<file path="src/shared/frame_composer_regs.vh">
`ifndef FRAME_COMPOSER_REGS_VH
`define FRAME_COMPOSER_REGS_VH

// Register map of the output frame control register.
`define OFC_OFFSET 8'h10
`define OFC_WRITE_MASK 32'h0000_7d0f
`define OFC_RESET 32'h0000_0000

// Field positions inside the output frame control register.
`define OFC_UNIT_ID_BIT 14
`define OFC_SUPPLY_SEL_HI 13
`define OFC_SUPPLY_SEL_LO 12
`define OFC_INPUT_SEL_HI 11
`define OFC_INPUT_SEL_LO 10
`define OFC_SPAN_BIT 8
`define OFC_PARITY_BIT 3
`define OFC_SOURCE_HI 2
`define OFC_SOURCE_LO 0

// Reset values of the fields.
`define OFC_UNIT_ID_RST 1'b0
`define OFC_SUPPLY_SEL_RST 2'h0
`define OFC_INPUT_SEL_RST 2'h0
`define OFC_SPAN_RST 1'b0
`define OFC_PARITY_RST 1'b0
`define OFC_SOURCE_RST 3'h0

// Test pattern words.
`define PAT_ZEROS 16'h0000
`define PAT_ONES 16'hffff
`define PAT_SINGLE 16'h5555
`define PAT_PAIRS 16'h3333

// Frame geometry.
`define CONV_BITS 6'h10
`define ID_BITS 6'h04
`define SPAN_BITS 6'h04
`define FRAME_BITS 6'h20

`endif

</file>
<file path="src/frame_skid_buffer.v">
`default_nettype none

// Two-entry buffer: an output stage plus a skid stage, all outputs flopped.
module frame_skid_buffer #(
    parameter WIDTH = 40
) (
    input wire sys_clk_in,
    input wire clr_b_in,
    input wire in_valid_in,
    output reg in_ready_out,
    input wire [WIDTH-1:0] in_data_in,
    output reg out_valid_out,
    input wire out_ready_in,
    output reg [WIDTH-1:0] out_data_out
);

    reg skid_valid_ff;
    reg [WIDTH-1:0] skid_data_ff;
    wire take_in;
    wire give_out;

    assign take_in = in_valid_in & in_ready_out;
    assign give_out = out_valid_out & out_ready_in;

    // The skid stage catches a word arriving while the output stalls.
    always @(posedge sys_clk_in) begin
        if (!clr_b_in) begin
            out_valid_out <= 1'b0;
            skid_valid_ff <= 1'b0;
            in_ready_out <= 1'b1;
            out_data_out <= {WIDTH{1'b0}};
            skid_data_ff <= {WIDTH{1'b0}};
        end else begin
            if (!out_valid_out || give_out) begin
                if (skid_valid_ff) begin
                    out_data_out <= skid_data_ff;
                    out_valid_out <= 1'b1;
                    skid_valid_ff <= take_in;
                    skid_data_ff <= in_data_in;
                end else begin
                    out_data_out <= in_data_in;
                    out_valid_out <= take_in;
                end
            end else if (take_in) begin
                skid_valid_ff <= 1'b1;
                skid_data_ff <= in_data_in;
            end
            in_ready_out <= !(skid_valid_ff || (out_valid_out && !out_ready_in
                && take_in)) || (skid_valid_ff && give_out && !take_in);
        end
    end

endmodule // frame_skid_buffer

`default_nettype wire

</file>
<file path="src/adc_output_frame_composer.v">
// Operation
// Unit id field set: four-bit unit id joins the frame, else omitted.
// Supply alert select: 00 none, 01 high, 10 low, 11 both flags.
// Input alert select: 00 none, 01 high, 10 low, 11 both flags.
// Span field set: four-bit span code joins the frame, else omitted.
// Parity on appends two bits at the frame end: result, then frame.
// Result parity is even parity over the conversion word alone.
// Frame parity is even parity over word and every included field.
// Result parity bit is not an input of the frame parity.
// Parity lengthens the frame by exactly two bits; host reads them.
// Word source: 0xx result, 100 zeros, 101 ones, 110 0101, 111 0011.
// Reserved control bits read zero and ignore writes.
// Application reset clears fields; power-on reset also clears parity.
// Frame carries the protocol select chosen for the serial lines.
// Fixed order: word, id, supply, input, span, parity last.
`include "frame_composer_regs.vh"
`default_nettype none

module adc_output_frame_composer (
    input wire sys_clk_in,
    input wire rst_b_in,
    input wire por_b_in,
    input wire reg_wr_in,
    input wire reg_rd_in,
    input wire [7:0] reg_addr_in,
    input wire [3:0] reg_be_in,
    input wire [31:0] reg_wdata_in,
    output reg [31:0] reg_rdata_out,
    output reg reg_rvalid_out,
    input wire conv_valid_in,
    output wire conv_ready_out,
    input wire [15:0] conv_data_in,
    input wire [3:0] unit_id_in,
    input wire [3:0] span_code_in,
    input wire supply_alert_hi_in,
    input wire supply_alert_lo_in,
    input wire input_alert_hi_in,
    input wire input_alert_lo_in,
    input wire [1:0] output_protocol_select_in,
    output wire frame_valid_out,
    input wire frame_ready_in,
    output wire [31:0] frame_data_out,
    output wire [5:0] frame_len_out,
    output wire [1:0] frame_proto_out
);

    reg add_unit_id_field_ff;
    reg [1:0] supply_alert_select_ff;
    reg [1:0] input_alert_select_ff;
    reg add_span_code_field_ff;
    reg parity_append_on_ff;
    reg [2:0] output_word_source_ff;
    reg [31:0] wmask;
    reg [31:0] nxt_ctl;
    reg [31:0] ctl_view;
    reg [15:0] word;
    reg [31:0] acc;
    reg [5:0] len;
    reg result_par;
    reg frame_par;
    reg [31:0] aligned;
    wire hit;
    wire clr_b;
    wire [39:0] buf_out;

    assign hit = (reg_addr_in == `OFC_OFFSET);
    assign clr_b = rst_b_in & por_b_in;

    // Byte enables and the writable mask form the next control value.
    always @* begin
        wmask = {{8{reg_be_in[3]}}, {8{reg_be_in[2]}},
            {8{reg_be_in[1]}}, {8{reg_be_in[0]}}} & `OFC_WRITE_MASK;
        ctl_view = `OFC_RESET;
        ctl_view[`OFC_UNIT_ID_BIT] = add_unit_id_field_ff;
        ctl_view[`OFC_SUPPLY_SEL_HI:`OFC_SUPPLY_SEL_LO] =
            supply_alert_select_ff;
        ctl_view[`OFC_INPUT_SEL_HI:`OFC_INPUT_SEL_LO] = input_alert_select_ff;
        ctl_view[`OFC_SPAN_BIT] = add_span_code_field_ff;
        ctl_view[`OFC_PARITY_BIT] = parity_append_on_ff;
        ctl_view[`OFC_SOURCE_HI:`OFC_SOURCE_LO] = output_word_source_ff;
        nxt_ctl = (ctl_view & ~wmask) | (reg_wdata_in & wmask);
    end

    // Application reset clears the fields but leaves the parity bit alone.
    always @(posedge sys_clk_in) begin
        if (!clr_b) begin
            add_unit_id_field_ff <= `OFC_UNIT_ID_RST;
            supply_alert_select_ff <= `OFC_SUPPLY_SEL_RST;
            input_alert_select_ff <= `OFC_INPUT_SEL_RST;
            add_span_code_field_ff <= `OFC_SPAN_RST;
            output_word_source_ff <= `OFC_SOURCE_RST;
        end else if (reg_wr_in && hit) begin
            add_unit_id_field_ff <= nxt_ctl[`OFC_UNIT_ID_BIT];
            supply_alert_select_ff <=
                nxt_ctl[`OFC_SUPPLY_SEL_HI:`OFC_SUPPLY_SEL_LO];
            input_alert_select_ff <=
                nxt_ctl[`OFC_INPUT_SEL_HI:`OFC_INPUT_SEL_LO];
            add_span_code_field_ff <= nxt_ctl[`OFC_SPAN_BIT];
            output_word_source_ff <= nxt_ctl[`OFC_SOURCE_HI:`OFC_SOURCE_LO];
        end
    end

    // Only a power-on reset clears the parity enable.
    always @(posedge sys_clk_in) begin
        if (!por_b_in) begin
            parity_append_on_ff <= `OFC_PARITY_RST;
        end else if (reg_wr_in && hit) begin
            parity_append_on_ff <= nxt_ctl[`OFC_PARITY_BIT];
        end
    end

    // Reads answer one cycle later; unmapped addresses read zero.
    always @(posedge sys_clk_in) begin
        if (!clr_b) begin
            reg_rdata_out <= 32'h0000_0000;
            reg_rvalid_out <= 1'b0;
        end else begin
            reg_rvalid_out <= reg_rd_in;
            if (reg_rd_in && hit) begin
                reg_rdata_out <= ctl_view;
            end else begin
                reg_rdata_out <= 32'h0000_0000;
            end
        end
    end

    // Choose the word: live result or one of the test patterns.
    always @* begin
        case (output_word_source_ff)
            3'h4: word = `PAT_ZEROS;
            3'h5: word = `PAT_ONES;
            3'h6: word = `PAT_SINGLE;
            3'h7: word = `PAT_PAIRS;
            default: word = conv_data_in;
        endcase
    end

    // Append enabled fields in fixed order, parity bits last.
    always @* begin
        acc = {16'h0000, word};
        len = `CONV_BITS;
        if (add_unit_id_field_ff) begin
            acc = {acc[27:0], unit_id_in};
            len = len + `ID_BITS;
        end
        if (supply_alert_select_ff[0]) begin
            acc = {acc[30:0], supply_alert_hi_in};
            len = len + 6'h01;
        end
        if (supply_alert_select_ff[1]) begin
            acc = {acc[30:0], supply_alert_lo_in};
            len = len + 6'h01;
        end
        if (input_alert_select_ff[0]) begin
            acc = {acc[30:0], input_alert_hi_in};
            len = len + 6'h01;
        end
        if (input_alert_select_ff[1]) begin
            acc = {acc[30:0], input_alert_lo_in};
            len = len + 6'h01;
        end
        if (add_span_code_field_ff) begin
            acc = {acc[27:0], span_code_in};
            len = len + `SPAN_BITS;
        end
        result_par = ^word;
        frame_par = ^acc;
        if (parity_append_on_ff) begin
            acc = {acc[29:0], result_par, frame_par};
            len = len + 6'h02;
        end
        aligned = acc << (`FRAME_BITS - len);
    end

    // The buffer holds frames so a stalled reader loses none.
    frame_skid_buffer #(
        .WIDTH(40)
    ) u_buffer (
        .sys_clk_in(sys_clk_in),
        .clr_b_in(clr_b),
        .in_valid_in(conv_valid_in),
        .in_ready_out(conv_ready_out),
        .in_data_in({output_protocol_select_in, len, aligned}),
        .out_valid_out(frame_valid_out),
        .out_ready_in(frame_ready_in),
        .out_data_out(buf_out)
    );

    assign frame_data_out = buf_out[31:0];
    assign frame_len_out = buf_out[37:32];
    assign frame_proto_out = buf_out[39:38];

endmodule // adc_output_frame_composer

`default_nettype wire

</file>
<file path="config.mk">
export PLATFORM = sky130hd
export DESIGN_NAME = adc_output_frame_composer
export DESIGN_NICKNAME = d
export VERILOG_FILES = /design/src/frame_skid_buffer.v /design/src/adc_output_frame_composer.v
export VERILOG_INCLUDE_DIRS = /design/src /design/src/shared
export SDC_FILE = /design/constraint.sdc
export NUM_CORES = 1
export LEC_CHECK = 0
export BUFFER_PORTS_ARGS = -buffer_cell sky130_fd_sc_hd__buf_4
export CAP_MARGIN = 30
export CORE_MARGIN = 5
export CORE_UTILIZATION = 48
export DETAILED_ROUTE_END_ITERATION = 8
export GPL_TIMING_DRIVEN = 0
export PLACE_DENSITY = 0.69
export RECOVER_POWER = 25
export SYNTH_ARGS = -nofsm -noshare
export SYNTH_HDL_FRONTEND = slang
export SYNTH_SLANG_ARGS = --single-unit
</file>
<file path="constraint.sdc">
create_clock -name sys_clk_in -period 15.7 [get_ports sys_clk_in]
set_input_delay 2.355 -clock sys_clk_in [delete_from_list [all_inputs] [get_ports sys_clk_in]]
set_output_delay 2.355 -clock sys_clk_in [all_outputs]
set_load 0.03 [all_outputs]
</file>
After elaboration in Yosys (flattened, before gate mapping)
Index checks and enable logic that the tools add are counted.

cells by class
  add/sub/neg operators = 7
  shift-type cells = 1
  reductions and logical operators = 18
  eq/ne operators = 6
  magnitude comparators = 0
  muxes and demuxes = 23
  div/mod/pow operators = 0
  bitwise operators = 7
  multipliers = 0

operator list
  kind                   number
  $mux W32               5
  $mux W40               4
  $pmux W16 S4           1
  $mux W6                6
  $reduce_xor A32 Y1     1
  $shl A32 B6 Y32        1
  $and A15 B15 Y15       2
  $add A6 B1 Y6 const B  4
  $mux W21               1
  $mux W20               1
  $reduce_xor A16 Y1     1
  $not A15 Y15           1
  $or A15 B15 Y15        1
  $eq A3 B3 Y1 const B   4
  $eq A8 B5 Y1 const B   1
  $add A6 B2 Y6 const B  1
  $add A6 B3 Y6 const B  1
  $logic_and A1 B1 Y1    6
  $sub A6 B6 Y6 const A  1
  $logic_not A1 Y1       4
  $mux W1                4
  $reduce_and A2 Y1      2
  $and A1 B1 Y1          3
  $logic_or A1 B1 Y1     3
  other kinds (3)        3

storage, ports and cells
  bits in writable memories = 0
  register bits after elaboration = 126
  bits of input ports = 81
  memories = 0
  word-level logic and storage cells = 76
  latch bits = 0
  ROM bits = 0

Depth between registers and ports, before layout
  depth after elaboration = 17
  mapped depth = 24
  gate-level depth less buffers = 22

Cells and area by module
A second synthesis with hierarchy kept.

unflattened totals
  cell total of the unflattened synthesis = 1256
  area, all modules = 9761.9 um^2

modules (own cells, without submodules)
  module                     instances  area each (um^2)  cells an instance  seq. area each (um^2)
  adc_output_frame_composer  1          6179.7            890                420.4
  frame_skid_buffer          1          3582.2            366                1661.6

Worst setup path before layout
No wires, ideal clock.

  path type = input port to flip-flop
  from = in conv_data_in[2]
  to = reg u_buffer.out_data_out[17]
  library setup time = 117 ps
  setup slack = 9992 ps
  arrival = 5590 ps
  cell stages on the path = 14
  cell sequence = mux2_1 -> mux4_2 -> a221o_1 -> or2_1 -> xnor2_2 -> xnor2_1 -> xnor3_1 -> nand2_1 -> o211ai_2 -> and4_4 -> nor2_8 -> nor3_2 -> a2111o_1 -> o2111a_1

between the ends
  word-level cells in the longest chain between the ends = 11
  elaborated cells between the ends (all ways) = 12

RTL lines
  what                    RTL line                         source
  start: declaration      adc_output_frame_composer.v:32   input wire [15:0] conv_data_in,
  $pmux W16 S4 (*)        adc_output_frame_composer.v:129  case (output_word_source_ff)
  $mux W20                adc_output_frame_composer.v:142  if (add_unit_id_field_ff) begin
  $mux W21                adc_output_frame_composer.v:146  if (supply_alert_select_ff[0]) begin
  $mux W32                adc_output_frame_composer.v:150  if (supply_alert_select_ff[1]) begin
  $mux W32                adc_output_frame_composer.v:154  if (input_alert_select_ff[0]) begin
  $mux W32                adc_output_frame_composer.v:158  if (input_alert_select_ff[1]) begin
  $mux W32                adc_output_frame_composer.v:162  if (add_span_code_field_ff) begin
  $reduce_xor A32 Y1      adc_output_frame_composer.v:167  frame_par = ^acc;
  $mux W32 (*)            adc_output_frame_composer.v:168  if (parity_append_on_ff) begin
  $shl A32 B6 Y32 (*)     adc_output_frame_composer.v:172  aligned = acc << (`FRAME_BITS - len);
  $mux W40 (*)            frame_skid_buffer.v:35           if (skid_valid_ff) begin
  end signal: assignment  frame_skid_buffer.v:31           out_data_out <= {WIDTH{1'b0}};
  end signal: assignment  frame_skid_buffer.v:36           out_data_out <= skid_data_ff;
  end signal: assignment  frame_skid_buffer.v:41           out_data_out <= in_data_in;
  end: declaration        frame_skid_buffer.v:14           output reg [WIDTH-1:0] out_data_out

Mark *: on every way between the ends. The rest lies on a longest branch, timed or not.
A chain may end at the register's enable or synchronous reset.

==> out/results.txt <==
Min-delay src -> u_buffer.skid_data_ff[3]
Fraction of layout cells with a size suffix above 1 -> 15.0%
Drt first pass iters -> 5
Critical Path AT -> 8.37 ns
Synth top area share -> 21.0%
Fmax -> 123 MHz
Worst R2R Setup Slack -> 7.58 ns
R2R cell count -> 22
Critical Path Stages -> 22
Yosys warns -> 0
Comb power frac -> 21.2%
Resized cells post-CTS -> 0
P_sw -> 0.219 mW
Total CTS buffers -> 9
Fin Setup TNS -> 0 ns
Pleak -> 4.43 nW
Cell variety after synth -> 103
Clock power share -> 37.8%
Initial antenna violation count -> 0
Status -> complete, no violations
Area contributors post-synth -> dfxtp_1, mux2i_1, nand2_1
I/O Pins -> 156
DP Cell Count -> 1703
Final setup vio count -> 0
Crit. End Element -> flop
# rows -> 52
Internal power -> 0.437 mW
Clock-pin slew on the worst setup and hold paths -> 0.09 ns
Mapped Cells -> 1302
Total wire length -> 39.8 mm
HPWL Detailed -> 31.4 mm
Layout net count -> 1531
Starting Density -> 48.9%
Bufs on Longest Clock Path -> 2
I/O Buffers -> 109
Hold Vio Cnt, Final -> 0
Syn-to-layout area delta -> 14.2%
Ys async rst share -> 0%
ANT nets after route -> 0
DIE AREA -> 23600 µm²
Syn_area_per_cell -> 7.60 µm²
Core box area -> 20200 µm²
Slew margin rel. -> 38.1%
Sw Ratio -> 33.4%
Most used cell, CP -> clkbuf_1
Drt via density -> 6.35
CP max FO -> 10
Post-synthesis sequential element count -> 104
Max incr delay on CP -> 0.56 ns
Clk sinks -> 104
Minimum clock period -> 8.12 ns
Worst Hold Slack -> 0.457 ns
Worst path bufs/invs -> 12
Max VDD drop -> 0.0000755 V
WP data required -> 15.94 ns
Critical Path Slowest Stage Cell -> clkbuf_1
Hold buffers post-CTS -> 0
Post-CTS setup buffers -> 0
Global-route wire length before repair -> 61.2 mm
Period utilisation layout -> 51.7%
Number of remaining DRC errors -> 0
Slew @ Worst Pin -> 0.921 ns
Vias in the first global route -> 10100
Netlist Area Pre-Place -> 9890 µm²
CTS root buf -> clkbuf_16
Final Skew -> 0.0210 ns
Hold Crit Depth -> 2
Ant diodes -> 0
CTS tree -> done
Finished Layout Cells -> 1719
CP Cell Sequence -> buf_2 -> inv_1 -> buf_1 -> ha_1 -> xor2_1 -> inv_1 -> clkbuf_1 -> clkbuf_1 -> clkbuf_1 -> clkbuf_1 -> ha_1 -> clkbuf_1 -> clkinv_1 -> clkbuf_1 -> buf_1 -> o21ai_0 -> o21ai_0 -> o21ai_0 -> a21oi_1 -> a21oi_1 -> a22oi_1 -> o211ai_1
Setup crit start kind -> flop
RSZ-0062 raised after global routing -> false
Wirelength per Cell -> 23.2 µm
Total GRT Usage -> 32.6%
Largest net degree at the start of global routing -> 22
Finished Core Util -> 55.8%
Clock latency on the worst-skew pair -> 0.37 ns
Delay-heaviest family, CP -> buffers and inverters
Congestion Overflow GR -> 0
Via count -> 10900
PwrDens -> 58.0 nW/µm²
Hold/Removal Path Class -> reg -> reg
H-tree depth -> 3
Part of the power in registers -> 41.0%
Post-synth top area cell -> dfxtp_1
GPL Wtd Cong -> 0.987
Max-slew violation count -> 0
Die width -> 154 µm
Worst Setup Path Type -> reg -> reg
Post-synth EDFFs -> 0
Die Y -> 154 µm
Top_reg_cell synth -> dfxtp_1
Initial DRC Count -> 1160
Number of max-cap violations -> 0
Sequential fraction of the synthesis area -> 21.0%
-- through the flow --
| step | setup slack, ns | area, µm² | power [mW] |
|---|---|---|---|
| after floorplan | 9.99 | 9970 | 0.365 |
| after global placement | 7.66 | 11100 | 0.410 |
| after detailed placement | 7.85 | 11100 | 0.411 |
| after CTS | 7.82 | 11400 | 0.656 |
| after global routing | 7.23 | 11300 | 0.676 |
| final | 7.58 | 11300 | 0.655 |
-- cell type report --
cell class / count / area (µm²)
Sequential cell: 104 / 2080
Inverter: 17 / 63.8
Clock inverter: 7 / 86.3
Tap cell: 270 / 338
Multi-Input combinational cell: 1074 / 7160
Fill cell: 2006 / 8940
Buffer: 128 / 663
Timing Repair Buffer: 110 / 677
Clock buffer: 9 / 225
-- cell usage in the layout, fill, tap and decap left out, drive strengths merged, types with 10 or more instances in the layout --
cell type  Yosys  routed
conb           1      22
nand2        171     171
a21o          11      11
o21ai         79      79
o31ai         11      11
nor3          18      18
xnor2         43      43
nand3b        10      10
a31oi         30      30
o211ai        26      26
buf           62     133
nand3         64      64
and3          19      19
a211oi        28      28
inv           16      18
nor2         127     127
mux4          17      17
nand2b        18      18
mux2          19      19
nor4          10      10
a22oi         18      18
o22ai         12      12
a21oi         91      91
and2          12      12
mux2i         77      77
dfxtp        104     104
clkbuf        66     114
xor2          14      14
-- worst reg2reg max path: stages (launching register included) --
cell and delay [ns]:
dfxtp_1 0.32, buf_2 0.20, inv_1 0.20, buf_1 0.49, ha_1 0.45, xor2_1 0.34
inv_1 0.29, clkbuf_1 0.56, clkbuf_1 0.47, clkbuf_1 0.49, clkbuf_1 0.51, ha_1 0.35
clkbuf_1 0.27, clkinv_1 0.25, clkbuf_1 0.39, buf_1 0.53, o21ai_0 0.28, o21ai_0 0.53
o21ai_0 0.15, a21oi_1 0.15, a21oi_1 0.08, a22oi_1 0.50, o211ai_1 0.17
-- routing by layer --
metal  share of wire [%]  global-route usage, %  wire, µm  vias to the layer above
li1                    -                      -         -                     5029
met1                  44                   48.5     17600                     5180
met2                  43                   48.7     17200                      642
met3                  11                   6.46      4270                       61
met4                 1.9                   7.15       749                        0
met5                   0                      0         0                        -
-- power groups by stage --
stage          Combinational (mW)  Sequential, mW  Clock [mW]
2_1_floorplan              0.0847           0.280           0
3_3_place_gp                0.135           0.275           0
3_5_place_dp                0.136           0.275           0
4_1_cts                     0.137           0.269       0.250
5_1_grt                     0.147           0.269       0.259
6_report                    0.139           0.269       0.248
-- kinds of logic (layout without fill, tap and decap cells) --
family | after synthesis | in the layout | share of synthesized area, %
and+or+nand+nor | 489 | 489 | 23.7
muxes | 113 | 113 | 14.0
DFF | 104 | 104 | 21.1
AOI/OAI and AO/OA | 382 | 382 | 26.7
other | 1 | 22 | 0.0379
adders and majority gates | 6 | 6 | 0.759
xor gates and xnor gates | 62 | 62 | 6.35
buffers and inverters | 145 | 271 | 7.35
-- final timing paths --
kind | endpoint
max | u_buffer.out_data_out[26]
min | u_buffer.skid_data_ff[3]
max reg2reg | u_buffer.out_data_out[26]
min reg2reg | u_buffer.skid_data_ff[3]
-- registers in the layout (all words and copies together), names as in the netlist, named ones only --
| signal | flops |
|---|---|
| reg_rdata_out | 10 |
| u_buffer.in_ready_out | 1 |
| u_buffer.out_valid_out | 1 |
| reg_rvalid_out | 1 |
| u_buffer.skid_data_ff | 40 |
| u_buffer.out_data_out | 40 |
| u_buffer.skid_valid_ff | 1 |
-- Yosys cell counts (all sizes together), types with 7 or more instances --
master,number
nand2,171
nor2,127
dfxtp,104
a21oi,91
o21ai,79
mux2i,77
clkbuf,66
nand3,64
buf,62
xnor2,43
a31oi,30
a211oi,28
o211ai,26
and3,19
mux2,19
a22oi,18
nand2b,18
nor3,18
mux4,17
inv,16
xor2,14
and2,12
o22ai,12
a21o,11
o31ai,11
nand3b,10
nor4,10
a21boi,8
o21a,8
or3,8
nor2b,7
No activity file was read; power rests on OpenSTA's default activity.
